==> src/logic/amu_defs.svh <==
// Purpose: Register offsets, field positions, reset values and counts for the UART.
// Assumes: APB byte addresses, one 32-bit word per register.
// Notes:   Definitions only.
`ifndef AMU_DEFS_SVH
`define AMU_DEFS_SVH
`define AMU_OFS_MODE   8'h00
`define AMU_OFS_CTRL   8'h04
`define AMU_OFS_STAT   8'h08
`define AMU_OFS_TXD    8'h0C
`define AMU_OFS_RXD    8'h10
`define AMU_OFS_BAUD   8'h14
`define AMU_MODE_W     6
`define AMU_CTRL_W     6
`define AMU_STAT_W     8
`define AMU_MODE_RST   6'h00
`define AMU_CTRL_RST   6'h00
`define AMU_BAUD_RST   16'h0000
`define AMU_ST_TXE     0
`define AMU_ST_TXF     1
`define AMU_ST_RXF     2
`define AMU_ST_OVR     3
`define AMU_ST_FRM     4
`define AMU_ST_PAR     5
`define AMU_ST_MPR     6
`define AMU_ST_MPV     7
`define AMU_SAMPLE_CNT 4'h7
`define AMU_BIT_END    4'hF
`endif

==> src/logic/amu_pkg.sv <==
// Purpose: Types shared by the UART design.
// Assumes: Constants live in amu_defs.svh.
// Notes:   Field order of the structs matches the register bit order.
`default_nettype none
package amu_pkg;
  typedef enum logic [2:0] {TX_IDLE, TX_START, TX_DATA, TX_PAR, TX_STOP} amu_tx_st_t;
  typedef enum logic [2:0] {RX_IDLE, RX_START, RX_DATA, RX_PAR, RX_STOP} amu_rx_st_t;
  // Mode register, bit 5 down to bit 0.
  typedef struct packed {
    logic extClk;
    logic twoStop;
    logic mpMode;
    logic oddPar;
    logic parEn;
    logic chr7;
  } amu_mode_t;
  // Control register, bit 5 down to bit 0.
  typedef struct packed {
    logic mpWaitEn;
    logic rxIrqEn;
    logic txFinIrqEn;
    logic txEmptyIrqEn;
    logic rxOn;
    logic txOn;
  } amu_ctrl_t;
  // Interrupt request lines.
  typedef struct packed {
    logic txEmpty;
    logic txFin;
    logic rxFull;
    logic rxFault;
  } amu_irq_t;
endpackage
`default_nettype wire

==> src/logic/amu_uart.sv <==
// Purpose: Asynchronous UART with double buffering, parity and multiprocessor format.
// Assumes: Inputs synchronous to core_clk; baud tick is 16 times the bit rate.
// Notes:   Operation
// Operation
// - Clearing tx empty flag means holding register has new data to send.
// - After loading shift register, set tx empty, start frame, request irq.
// - Frame starts with one low bit, then 7 or 8 data bits LSB first.
// - Then one parity bit, one multiprocessor bit, or none.
// - One or two high stop bits, then marking until next start.
// - During stop bit, reload if data waits, else set tx finished flag.
// - Receiver finds low start bit and shifts data in LSB first.
// - Parity enabled: count of ones must agree with odd/even selection.
// - Only first stop bit checked; zero sets framing flag, data still stored.
// - Data enters rx holding register only while rx full flag is zero.
// - Character ending while rx full is set raises overrun, holding kept.
// - Parity mismatch sets parity flag and still stores the data.
// - Any error flag blocks rx full and new reception until cleared.
// - Setting rx full raises rx full irq when rx irq enabled.
// - Any error flag with rx irq enabled raises rx fault irq.
// - Transfer controller reads/writes clear rx full/tx empty automatically.
// - Multiprocessor format replaces parity and ignores parity enable.
// - Multiprocessor bit sent equals the software mp bit value.
// - Waiting for ID, frames with mp bit zero are dropped silently.
// - Sync on start falling edge, sample on eighth of sixteen ticks.
// - Tx off sets tx empty, resets shifter; rx off keeps rx state.
//
// Chosen here: the register offsets and register access over APB.
`timescale 1ns/100ps
`default_nettype none
`include "amu_defs.svh"
module amu_uart
  import amu_pkg::*;
(
  // Clock and reset.
  input  wire logic        core_clk,
  input  wire logic        reset_n,
  // APB slave.
  input  wire logic        psel,
  input  wire logic        penable,
  input  wire logic        pwrite,
  input  wire logic [7:0]  paddr,
  input  wire logic [31:0] pwdata,
  output logic      [31:0] prdata,
  output logic             pready,
  output logic             pslverr,
  // Transfer controller marks its accesses with this level.
  input  wire logic        xferActive,
  // Serial line and external 16x clock.
  input  wire logic        rxd,
  input  wire logic        sck16,
  output logic             txd,
  // Interrupt requests.
  output amu_irq_t         irqReq
);

  // ------------------------------------------------------------
  // State
  // ------------------------------------------------------------
  amu_mode_t   mode_r,    mode_nxt;
  amu_ctrl_t   ctrl_r,    ctrl_nxt;
  logic [15:0] baudDiv_r, baudDiv_nxt;
  logic [15:0] baudCnt_r, baudCnt_nxt;
  logic        sckPrev_r, sckPrev_nxt;
  logic [7:0]  txHold_r,  txHold_nxt;
  logic [7:0]  txShift_r, txShift_nxt;
  logic        txPar_r,   txPar_nxt;
  logic        txEmpty_r, txEmpty_nxt;
  logic        txFin_r,   txFin_nxt;
  logic        mpBitV_r,  mpBitV_nxt;
  logic        txGo_r,    txGo_nxt;
  logic        txStop2_r, txStop2_nxt;
  logic [2:0]  txIdx_r,   txIdx_nxt;
  logic [3:0]  txCnt_r,   txCnt_nxt;
  amu_tx_st_t  txSt_r,    txSt_nxt;
  logic        txd_nxt;
  logic [7:0]  rxShift_r, rxShift_nxt;
  logic [7:0]  rxHold_r,  rxHold_nxt;
  logic        rxPar_r,   rxPar_nxt;
  logic        mpBitR_r,  mpBitR_nxt;
  logic        rxFull_r,  rxFull_nxt;
  logic        ovr_r,     ovr_nxt;
  logic        frm_r,     frm_nxt;
  logic        perr_r,    perr_nxt;
  logic        rxPrev_r,  rxPrev_nxt;
  logic [2:0]  rxIdx_r,   rxIdx_nxt;
  logic [3:0]  rxCnt_r,   rxCnt_nxt;
  amu_rx_st_t  rxSt_r,    rxSt_nxt;
  logic [31:0] prdata_nxt;
  logic        pready_nxt;
  logic        pslverr_nxt;
  amu_irq_t    irq_nxt;

  // Builds a read word for an address; unmapped reads return zero.
  function automatic logic [31:0] readWord(input logic [7:0] a);
    unique case (a)
      `AMU_OFS_MODE: readWord = {26'h000_0000, mode_r};
      `AMU_OFS_CTRL: readWord = {26'h000_0000, ctrl_r};
      `AMU_OFS_STAT: readWord = {24'h00_0000, mpBitV_r, mpBitR_r, perr_r, frm_r,
                                 ovr_r, rxFull_r, txFin_r, txEmpty_r};
      `AMU_OFS_TXD:  readWord = {24'h00_0000, txHold_r};
      `AMU_OFS_RXD:  readWord = {24'h00_0000, rxHold_r};
      `AMU_OFS_BAUD: readWord = {16'h0000, baudDiv_r};
      default:       readWord = 32'h0000_0000;
    endcase
  endfunction

  // Tells whether an address is one of the six registers.
  function automatic logic isMapped(input logic [7:0] a);
    isMapped = (a == `AMU_OFS_MODE) || (a == `AMU_OFS_CTRL) || (a == `AMU_OFS_STAT)
            || (a == `AMU_OFS_TXD) || (a == `AMU_OFS_RXD) || (a == `AMU_OFS_BAUD);
  endfunction

  // ------------------------------------------------------------
  // Next-state logic
  // ------------------------------------------------------------
  logic       acc;
  logic       wr;
  logic       tick;
  logic       fall;
  logic       anyErr;
  logic       lastStop;
  logic [7:0] rxDat;
  logic [2:0] lastIdx;
  logic       useBit;

  // Computes the bus answer, baud tick, transmitter and receiver.
  always_comb begin
    mode_nxt    = mode_r;
    ctrl_nxt    = ctrl_r;
    baudDiv_nxt = baudDiv_r;
    baudCnt_nxt = baudCnt_r;
    txHold_nxt  = txHold_r;
    txShift_nxt = txShift_r;
    txPar_nxt   = txPar_r;
    txEmpty_nxt = txEmpty_r;
    txFin_nxt   = txFin_r;
    mpBitV_nxt  = mpBitV_r;
    txGo_nxt    = txGo_r;
    txStop2_nxt = txStop2_r;
    txIdx_nxt   = txIdx_r;
    txCnt_nxt   = txCnt_r;
    txSt_nxt    = txSt_r;
    txd_nxt     = txd;
    rxShift_nxt = rxShift_r;
    rxHold_nxt  = rxHold_r;
    rxPar_nxt   = rxPar_r;
    mpBitR_nxt  = mpBitR_r;
    rxFull_nxt  = rxFull_r;
    ovr_nxt     = ovr_r;
    frm_nxt     = frm_r;
    perr_nxt    = perr_r;
    rxIdx_nxt   = rxIdx_r;
    rxCnt_nxt   = rxCnt_r;
    rxSt_nxt    = rxSt_r;
    rxPrev_nxt  = rxd;
    sckPrev_nxt = sck16;
    lastStop    = 1'b0;
    rxDat       = mode_r.chr7 ? {1'b0, rxShift_r[7:1]} : rxShift_r;
    lastIdx     = mode_r.chr7 ? 3'h6 : 3'h7;
    useBit      = mode_r.mpMode | mode_r.parEn;
    anyErr      = ovr_r | frm_r | perr_r;
    fall        = rxPrev_r & ~rxd;
    // Bus: zero-wait answer, read data prepared in the setup cycle.
    acc         = psel & penable & pready;
    wr          = acc & pwrite;
    pready_nxt  = psel & ~penable;
    prdata_nxt  = (psel & ~penable & ~pwrite) ? readWord(paddr) : prdata;
    pslverr_nxt = psel & ~penable & ~isMapped(paddr);

    // Register writes; status flags are cleared by writing zero.
    if (wr) begin
      unique case (paddr)
        `AMU_OFS_MODE: mode_nxt = amu_mode_t'(pwdata[`AMU_MODE_W-1:0]);
        `AMU_OFS_CTRL: ctrl_nxt = amu_ctrl_t'(pwdata[`AMU_CTRL_W-1:0]);
        `AMU_OFS_BAUD: baudDiv_nxt = pwdata[15:0];
        `AMU_OFS_TXD: begin
          txHold_nxt = pwdata[7:0];
          if (xferActive) txEmpty_nxt = 1'b0;
        end
        `AMU_OFS_STAT: begin
          if (!pwdata[`AMU_ST_TXE]) txEmpty_nxt = 1'b0;
          if (!pwdata[`AMU_ST_TXF]) txFin_nxt = 1'b0;
          if (!pwdata[`AMU_ST_RXF]) rxFull_nxt = 1'b0;
          if (!pwdata[`AMU_ST_OVR]) ovr_nxt = 1'b0;
          if (!pwdata[`AMU_ST_FRM]) frm_nxt = 1'b0;
          if (!pwdata[`AMU_ST_PAR]) perr_nxt = 1'b0;
          mpBitV_nxt = pwdata[`AMU_ST_MPV];
        end
        default: ;
      endcase
    end
    if (acc && !pwrite && paddr == `AMU_OFS_RXD && xferActive) begin
      rxFull_nxt = 1'b0;
    end

    // Baud tick: internal divider or rising edge of the external 16x clock.
    if (mode_r.extClk) begin
      tick        = sck16 & ~sckPrev_r;
      baudCnt_nxt = 16'h0000;
    end else begin
      tick        = (baudCnt_r == baudDiv_r);
      baudCnt_nxt = tick ? 16'h0000 : baudCnt_r + 16'h0001;
    end

    // Transmitter.
    if (!ctrl_r.txOn) begin
      txSt_nxt    = TX_IDLE;
      txEmpty_nxt = 1'b1;
      txShift_nxt = 8'h00;
      txGo_nxt    = 1'b0;
      txd_nxt     = 1'b1;
    end else begin
      unique case (txSt_r)
        TX_IDLE: begin
          txd_nxt = 1'b1;
          if (!txEmpty_r) begin
            txShift_nxt = txHold_r;
            txPar_nxt   = mode_r.mpMode ? mpBitV_r
                        : (^(txHold_r & {~mode_r.chr7, 7'h7F})) ^ mode_r.oddPar;
            txEmpty_nxt = 1'b1;
            txFin_nxt   = 1'b0;
            txSt_nxt    = TX_START;
            txCnt_nxt   = 4'h0;
            txd_nxt     = 1'b0;
          end
        end
        default: begin
          if (tick) begin
            txCnt_nxt = txCnt_r + 4'h1;
            if (txCnt_r == `AMU_BIT_END) begin
              unique case (txSt_r)
                TX_START: begin
                  txSt_nxt  = TX_DATA;
                  txIdx_nxt = 3'h0;
                  txd_nxt   = txShift_r[0];
                end
                TX_DATA: begin
                  if (txIdx_r == lastIdx) begin
                    if (useBit) begin
                      txSt_nxt = TX_PAR;
                      txd_nxt  = txPar_r;
                    end else begin
                      txSt_nxt    = TX_STOP;
                      txStop2_nxt = mode_r.twoStop;
                      txd_nxt     = 1'b1;
                      lastStop    = ~mode_r.twoStop;
                    end
                  end else begin
                    txShift_nxt = {1'b0, txShift_r[7:1]};
                    txIdx_nxt   = txIdx_r + 3'h1;
                    txd_nxt     = txShift_r[1];
                  end
                end
                TX_PAR: begin
                  txSt_nxt    = TX_STOP;
                  txStop2_nxt = mode_r.twoStop;
                  txd_nxt     = 1'b1;
                  lastStop    = ~mode_r.twoStop;
                end
                default: begin
                  if (txStop2_r) begin
                    txStop2_nxt = 1'b0;
                    lastStop    = 1'b1;
                  end else if (txGo_r) begin
                    txGo_nxt    = 1'b0;
                    txSt_nxt    = TX_START;
                    txd_nxt     = 1'b0;
                  end else begin
                    txSt_nxt    = TX_IDLE;
                  end
                end
              endcase
            end
          end
        end
      endcase
      // On entry to the final stop bit, chain the next frame or finish.
      if (lastStop) begin
        if (!txEmpty_r) begin
          txShift_nxt = txHold_r;
          txPar_nxt   = mode_r.mpMode ? mpBitV_r
                      : (^(txHold_r & {~mode_r.chr7, 7'h7F})) ^ mode_r.oddPar;
          txEmpty_nxt = 1'b1;
          txGo_nxt    = 1'b1;
        end else begin
          txFin_nxt   = 1'b1;
        end
      end
    end

    // Receiver: samples on the eighth tick of each sixteen-tick bit.
    if (!ctrl_r.rxOn) begin
      rxSt_nxt = RX_IDLE;
    end else if (rxSt_r == RX_IDLE) begin
      if (fall && !anyErr) begin
        rxSt_nxt  = RX_START;
        rxCnt_nxt = 4'h0;
      end
    end else if (tick) begin
      rxCnt_nxt = rxCnt_r + 4'h1;
      if (rxCnt_r == `AMU_SAMPLE_CNT) begin
        unique case (rxSt_r)
          RX_START: begin
            rxSt_nxt  = rxd ? RX_IDLE : RX_DATA;
            rxIdx_nxt = 3'h0;
          end
          RX_DATA: begin
            rxShift_nxt = {rxd, rxShift_r[7:1]};
            rxIdx_nxt   = rxIdx_r + 3'h1;
            if (rxIdx_r == lastIdx) rxSt_nxt = useBit ? RX_PAR : RX_STOP;
          end
          RX_PAR: begin
            rxPar_nxt = rxd;
            rxSt_nxt  = RX_STOP;
          end
          default: begin
            rxSt_nxt = RX_IDLE;
            if (mode_r.mpMode && ctrl_r.mpWaitEn && !rxPar_r) begin
              rxSt_nxt = RX_IDLE;
            end else begin
              if (mode_r.mpMode && ctrl_r.mpWaitEn) ctrl_nxt.mpWaitEn = 1'b0;
              if (rxFull_r) begin
                ovr_nxt = 1'b1;
              end else begin
                rxHold_nxt = rxDat;
                mpBitR_nxt = rxPar_r;
                if (!rxd) frm_nxt = 1'b1;
                if (mode_r.parEn && !mode_r.mpMode && ((^rxDat ^ rxPar_r) != mode_r.oddPar)) begin
                  perr_nxt = 1'b1;
                end else if (rxd) begin
                  rxFull_nxt = 1'b1;
                end
              end
            end
          end
        endcase
      end
    end

    // Interrupt requests follow the next flag values.
    irq_nxt.txEmpty = ctrl_nxt.txEmptyIrqEn & txEmpty_nxt & ctrl_nxt.txOn;
    irq_nxt.txFin   = ctrl_nxt.txFinIrqEn & txFin_nxt;
    irq_nxt.rxFull  = ctrl_nxt.rxIrqEn & rxFull_nxt;
    irq_nxt.rxFault = ctrl_nxt.rxIrqEn & (ovr_nxt | frm_nxt | perr_nxt);
  end

  // ------------------------------------------------------------
  // Registers
  // ------------------------------------------------------------
  // Stores all next values; reset gives idle line, empty buffers.
  always_ff @(posedge core_clk or negedge reset_n) begin
    if (!reset_n) begin
      mode_r    <= amu_mode_t'(`AMU_MODE_RST);
      ctrl_r    <= amu_ctrl_t'(`AMU_CTRL_RST);
      baudDiv_r <= `AMU_BAUD_RST;
      baudCnt_r <= 16'h0000;
      sckPrev_r <= 1'b0;
      txHold_r  <= 8'h00;
      txShift_r <= 8'h00;
      txPar_r   <= 1'b0;
      txEmpty_r <= 1'b1;
      txFin_r   <= 1'b1;
      mpBitV_r  <= 1'b0;
      txGo_r    <= 1'b0;
      txStop2_r <= 1'b0;
      txIdx_r   <= 3'h0;
      txCnt_r   <= 4'h0;
      txSt_r    <= TX_IDLE;
      txd       <= 1'b1;
      rxShift_r <= 8'h00;
      rxHold_r  <= 8'h00;
      rxPar_r   <= 1'b0;
      mpBitR_r  <= 1'b0;
      rxFull_r  <= 1'b0;
      ovr_r     <= 1'b0;
      frm_r     <= 1'b0;
      perr_r    <= 1'b0;
      rxPrev_r  <= 1'b1;
      rxIdx_r   <= 3'h0;
      rxCnt_r   <= 4'h0;
      rxSt_r    <= RX_IDLE;
      prdata    <= 32'h0000_0000;
      pready    <= 1'b0;
      pslverr   <= 1'b0;
      irqReq    <= '0;
    end else begin
      mode_r    <= mode_nxt;
      ctrl_r    <= ctrl_nxt;
      baudDiv_r <= baudDiv_nxt;
      baudCnt_r <= baudCnt_nxt;
      sckPrev_r <= sckPrev_nxt;
      txHold_r  <= txHold_nxt;
      txShift_r <= txShift_nxt;
      txPar_r   <= txPar_nxt;
      txEmpty_r <= txEmpty_nxt;
      txFin_r   <= txFin_nxt;
      mpBitV_r  <= mpBitV_nxt;
      txGo_r    <= txGo_nxt;
      txStop2_r <= txStop2_nxt;
      txIdx_r   <= txIdx_nxt;
      txCnt_r   <= txCnt_nxt;
      txSt_r    <= txSt_nxt;
      txd       <= txd_nxt;
      rxShift_r <= rxShift_nxt;
      rxHold_r  <= rxHold_nxt;
      rxPar_r   <= rxPar_nxt;
      mpBitR_r  <= mpBitR_nxt;
      rxFull_r  <= rxFull_nxt;
      ovr_r     <= ovr_nxt;
      frm_r     <= frm_nxt;
      perr_r    <= perr_nxt;
      rxPrev_r  <= rxPrev_nxt;
      rxIdx_r   <= rxIdx_nxt;
      rxCnt_r   <= rxCnt_nxt;
      rxSt_r    <= rxSt_nxt;
      prdata    <= prdata_nxt;
      pready    <= pready_nxt;
      pslverr   <= pslverr_nxt;
      irqReq    <= irq_nxt;
    end
  end

endmodule
`default_nettype wire

==> config.mk <==
export PLATFORM = sky130hd
export DESIGN_NAME = amu_uart
export DESIGN_NICKNAME = d
export VERILOG_FILES = /design/src/logic/amu_pkg.sv /design/src/logic/amu_uart.sv
export VERILOG_INCLUDE_DIRS = /design/src /design/src/logic
export SDC_FILE = /design/constraint.sdc
export NUM_CORES = 1
export LEC_CHECK = 0
export BUFFER_PORTS_ARGS = -buffer_cell sky130_fd_sc_hd__buf_2
export CAP_MARGIN = 20
export CORE_ASPECT_RATIO = 1.75
export CORE_MARGIN = 2
export CORE_UTILIZATION = 40
export DETAILED_ROUTE_END_ITERATION = 12
export GPL_TIMING_DRIVEN = 1
export SLEW_MARGIN = 20
export SYNTH_ARGS = -nofsm -noshare
export SYNTH_HDL_FRONTEND = slang
export SYNTH_SLANG_ARGS = --single-unit
==> constraint.sdc <==
create_clock -name core_clk -period 2.4 [get_ports core_clk]
set_input_delay 0.12 -clock core_clk [delete_from_list [all_inputs] [get_ports core_clk]]
set_output_delay 0.12 -clock core_clk [all_outputs]
set_load 0.03 [all_outputs]
**Word-level counts from Yosys, hierarchy flattened**

Cells that the tools add are included.

- Register bits after elaboration: 149
- Latch bits: 0
- Bits of input ports: 48
- Output and inout bits: 39
- Logic and storage cells: 308
- Memories: 0
- RAM bits: 0
- Memory bits (read-only): 0

- Multipliers: 0
- $add $sub $neg: 5
- Bitwise operators: 34
- Divide/modulo/power cells: 0
- Magnitude comparators: 0
- Shift-type cells: 0
- Multiplexer cells: 147
- Equality and inequality tests: 32
- Reductions and logical operators: 44

Operators with widths:

| cell | number |
|---|---|
| 1-bit two-way mux | 102 |
| 16-bit case mux with 6 select lines | 1 |
| 8-bit two-way mux | 10 |
| 3-bit two-way mux | 15 |
| 16-bit two-way mux | 2 |
| 4-bit two-way mux | 6 |
| 5-bit AND reduction | 4 |
| 3-bit case mux with 3 select lines | 2 |
| 16-bit by 1-bit adder with 16-bit output, second input constant | 1 |
| 16-bit equality test | 1 |
| 8-bit by 4-bit equality test with 1-bit output, second input constant | 2 |
| 8-bit by 5-bit equality test with 1-bit output, second input constant | 2 |
| 8-bit parity | 2 |
| 7-bit AND reduction | 2 |
| 1-bit AND | 13 |
| 1-bit NOT | 13 |
| 3-bit by 2-bit equality test with 1-bit output, second input constant | 4 |
| 6-bit two-way mux | 2 |
| 3-bit by 1-bit inequality test with 1-bit output, second input constant | 4 |
| 3-bit case mux with 2 select lines | 2 |
| 2-bit AND reduction | 5 |
| 1-bit case mux with 3 select lines | 3 |
| 4-bit by 1-bit adder with 4-bit output, second input constant | 2 |
| 8-bit AND | 1 |
| 29 further kinds | 61 |

**Depth between registers and ports, before layout**

- Word-level depth: 16
- Mapped depth: 10
- Depth with buffers taken out: 7

**Least setup slack after synthesis**

Ideal clock, no wire load.

- Kind: register -> register
- From: register mode_r[3] (netlist bit)
- To: register with a tool-made name
- Clock period less this slack: 2.334 ns
- Arrival: 2.206 ns
- Slack: 0.066 ns
- Stages on the path, launching flop included: 8
- Setup time: 0.128 ns
- Path buffers: 1
- Data required time: 2.272 ns
- Path through: dfrtp_1 clkbuf_1 nor2_1 a41oi_1 o41ai_1 nand4b_2 a21oi_2 mux2_1

RTL lines:

| element | line | source |
|---|---|---|
| start: declaration | amu_uart.sv:59 | `amu_mode_t mode_r, mode_nxt;` |
| start signal: assignment | amu_uart.sv:353 | `` mode_r <= amu_mode_t'(`AMU_MODE_RST); `` |
| start signal: assignment | amu_uart.sv:387 | `mode_r <= mode_nxt;` |

**Worst setup path after layout**

- From: register baudDiv_r[6]
- To: register rxIdx_r[0]

- Word-level cells in the longest chain between the ends: 3

Ends and longest elaborated chain:

| element | line | source |
|---|---|---|
| start: declaration | amu_uart.sv:61 | `logic [15:0] baudDiv_r, baudDiv_nxt;` |
| start signal: assignment | amu_uart.sv:355 | `` baudDiv_r <= `AMU_BAUD_RST; `` |
| start signal: assignment | amu_uart.sv:389 | `baudDiv_r <= baudDiv_nxt;` |
| 16-bit equality test | amu_uart.sv:201 | `tick = (baudCnt_r == baudDiv_r);` |
| 1-bit two-way mux | amu_uart.sv:197 | `if (mode_r.extClk) begin` |
| 5-bit AND reduction (no source line) | -- |  |
| end signal: assignment | amu_uart.sv:413 | `rxIdx_r <= rxIdx_nxt;` |
| end: declaration | amu_uart.sv:85 | `logic [2:0] rxIdx_r, rxIdx_nxt;` |

Every way passes these cells.
A chain may end at the register's enable or synchronous reset.

==> metrics.txt <==
Detailed Routing Iterations Pass 1 5; wire length per cell 18.3 um; Max VDD drop 670 uV; Cell Area, Placed 7720 um^2; Final Cycle Share 106%; Critical Path RT 2.75 ns; 1st-iter DRT viols 310; relative slew slack 51.5%; Mapped Area 6850 um^2; placed instance count 979; # clock sinks 133; PnR worst setup slack -0.136 ns; area added between synthesis and finish 27.4%; CTS clock-pin slew for the worst setup and hold paths 0.06 ns; GRT Residual Overflow 0; Setup crit end kind flip-flop; final setup fails 16; Vias/cell 5.29; status finished with violations; vias in the first global route 5731; buffer depth of the longest clock path 2; total number of vias 5462; final instance area 8730 um^2; failing checks setup timing; PwrDens 668 nW/um^2; FMAX 394 MHz; Final Non-Filler Cells 1032; global-route wire length before repair 29900 um; Residual DRC 0; Hold WC Path Type primary input to flip-flop; skew final 0.00725 ns; top cells by count, synth dfrtp_1 (129), nand2_1 (69), nor2_1 (47); Seq/Total Area, Yosys 48.6%; NumNets Final 845; top-count cell post-synth dfrtp_1; Syn Inst Count 663; critical path type flip-flop to flip-flop; #FFs+latches synth 133; leakage power 0.00422 uW; Die Wd 103 um; Yosys top cell area share 47.1%; Multi-input gate area 3400 um^2; EDFF count, synth 0; DPL Wire Length 14300 um; I/O Pins 87; wirelength, routed 18900 um; Slew @ Worst Pin 0.728 ns; Synthesis Warnings 0; setup repair after global routing missed its margin true; CTS tree yes; htree depth 4; Synth cell types 65; initial antenna violation count 0; antenna cell count 0; top post-synthesis cells by area dfrtp_1 (47%), mux2_2 (5.3%), mux2i_1 (3.9%); Pins Over Slew Limit 0; GPL Wtd Cong 0.886; Initial Util 40.6%; Tmin final 2.54 ns; crit start category flip-flop; Synth area leader dfrtp_1; ys async rst share 100%; Final ANT Viol Nets 0; Final Power 5830 uW; GRT Util Overall 21.8%; depth of the most critical reg-to-reg path 11; Max FO, Critical Path 6; die height 177 um; MaxCap Viol Count 0; FP Rows 63; ys flop type dfrtp_1; share of cells above drive strength 1 29.1%; Die ar. 18200 um^2; total core area 16900 um^2; Clk Latency, worst-skew pair 0.42 ns; hold path cells 2; fillers 1551; Layout Utilization 51.8%; Syn Area/Cell 10.3 um^2; Worst EP arrival 2.88 ns; Final Hold Viols 0; Port Buffers 54; register area 3330 um^2; pin count of the biggest net entering global routing 75; TritonCTS buffer count 17; CTS Root Cell clkbuf_16
[layout by cell type, fill, tap and decap left out, types with 6 or more instances in the layout]
cell type,instances
dfrtp_1,129
nand2_1,62
buf_4,59
buf_2,53
nor2_1,47
o21ai_0,32
mux2_2,31
xor2_1,28
mux2i_1,26
inv_1,20
xnor2_1,20
nand3_1,19
clkbuf_16,17
dlygate4sd3_1,17
conb_1,16
a21oi_1,15
a221oi_1,12
nor3_1,10
and3_1,10
nand2b_1,10
mux2_4,10
nand4_1,9
a22o_1,9
and2_1,8
o21ai_1,7
buf_6,7
o211ai_1,6
o31ai_1,6
[metrics by stage]
step / TNS (ns) / hold WS (ns) / worst slack, ns
global placement: -1.50 / 0.195 / -0.112
CTS: -1.66 / 0.0214 / -0.147
global route: -3.61 / 0.0450 / -0.212
finish: -0.591 / 0.0391 / -0.136
floorplan: 0 / -0.176 / 0.0663
detailed placement: -2.13 / 0.193 / -0.160
[cell families after synthesis]
kind of cell / share of synthesized area (%)
buf+inv: 4.66
mux: 10.8
xor+xnor: 6.46
compound gates: 12.5
flops: 48.6
other cells: 0.0547
simple gates: 15.9
fa+ha+maj: 0.913
[flip-flops by register name, summed over array words and instances (netlist names), 3 cells and up, named ones only]
signal and flops:
prdata 16, txSt_r 3, mode_r 6, txHold_r 8
ctrl_r 6, txIdx_r 3, irqReq 4, txCnt_r 4
rxCnt_r 4, baudDiv_r 16, baudCnt_r 16, rxIdx_r 3
rxSt_r 3, rxHold_r 8, txShift_r 8, rxShift_r 8
[path summary, 6_finish.rpt]
kind                              start           to  slack, ns
hold / removal                pwdata[1]  txHold_r[1]       0.04
setup reg to reg           baudDiv_r[6]   rxIdx_r[0]      -0.14
max in group asynchronous       reset_n   prdata[10]       1.34
min in group asynchronous       reset_n   rxIdx_r[0]       0.27
hold reg to reg               prdata[2]    prdata[2]       0.47
setup / recovery           baudDiv_r[6]   rxIdx_r[0]      -0.14
[worst max-delay path: stages (launching register included)]
cell and delay (ns):
dfrtp_1 0.42, xor2_1 0.16, nor4_2 0.28, buf_4 0.15
nand4_1 0.15, buf_4 0.20, o21ai_2 0.14, buf_6 0.15
nand4b_1 0.17, buf_4 0.22, or3_1 0.32, nand3_1 0.09
[timing repair]
action | in CTS | in global routing
pin swaps | 3 | 14
setup endpoints to repair | 34 | 49
hold buffers | 17 | 0
buffers inserted | 1 | 2
gates cloned | 1 | 0
hold endpoints to repair | 87 | 0
gates resized for setup | 17 | 38
[routing by layer]
metal | wire length [um] | part of all wire (%) | up-vias | track usage, %
li1 | - | - | 2582 | -
met1 | 6750 | 36 | 2724 | 22.8
met2 | 10800 | 57 | 117 | 40.3
met3 | 510 | 2.7 | 39 | 4.11
met4 | 805 | 4.3 | 0 | 11.0
met5 | 0 | 0 | - | 0
[cell type report]
| type | count | share of cell area, % |
|---|---|---|
| Sequential cell | 133 | 38.2 |
| Clock inverter | 12 | 1.73 |
| Timing Repair Buffer | 139 | 11.6 |
| Clock buffer | 20 | 5.35 |
| Multi-Input combinational cell | 480 | 39.0 |
| Inverter | 21 | 0.903 |
| Tap cell | 227 | 3.25 |
[power breakdown]
| group | switching, uW | total [uW] | internal [uW] |
|---|---|---|---|
| Clock | 997 | 2710 | 1710 |
| Combinational | 466 | 806 | 340 |
| Sequential | 31.9 | 2320 | 2290 |
| Total | 1490 | 5830 | 4340 |
No activity file was read; power rests on OpenSTA's default activity.
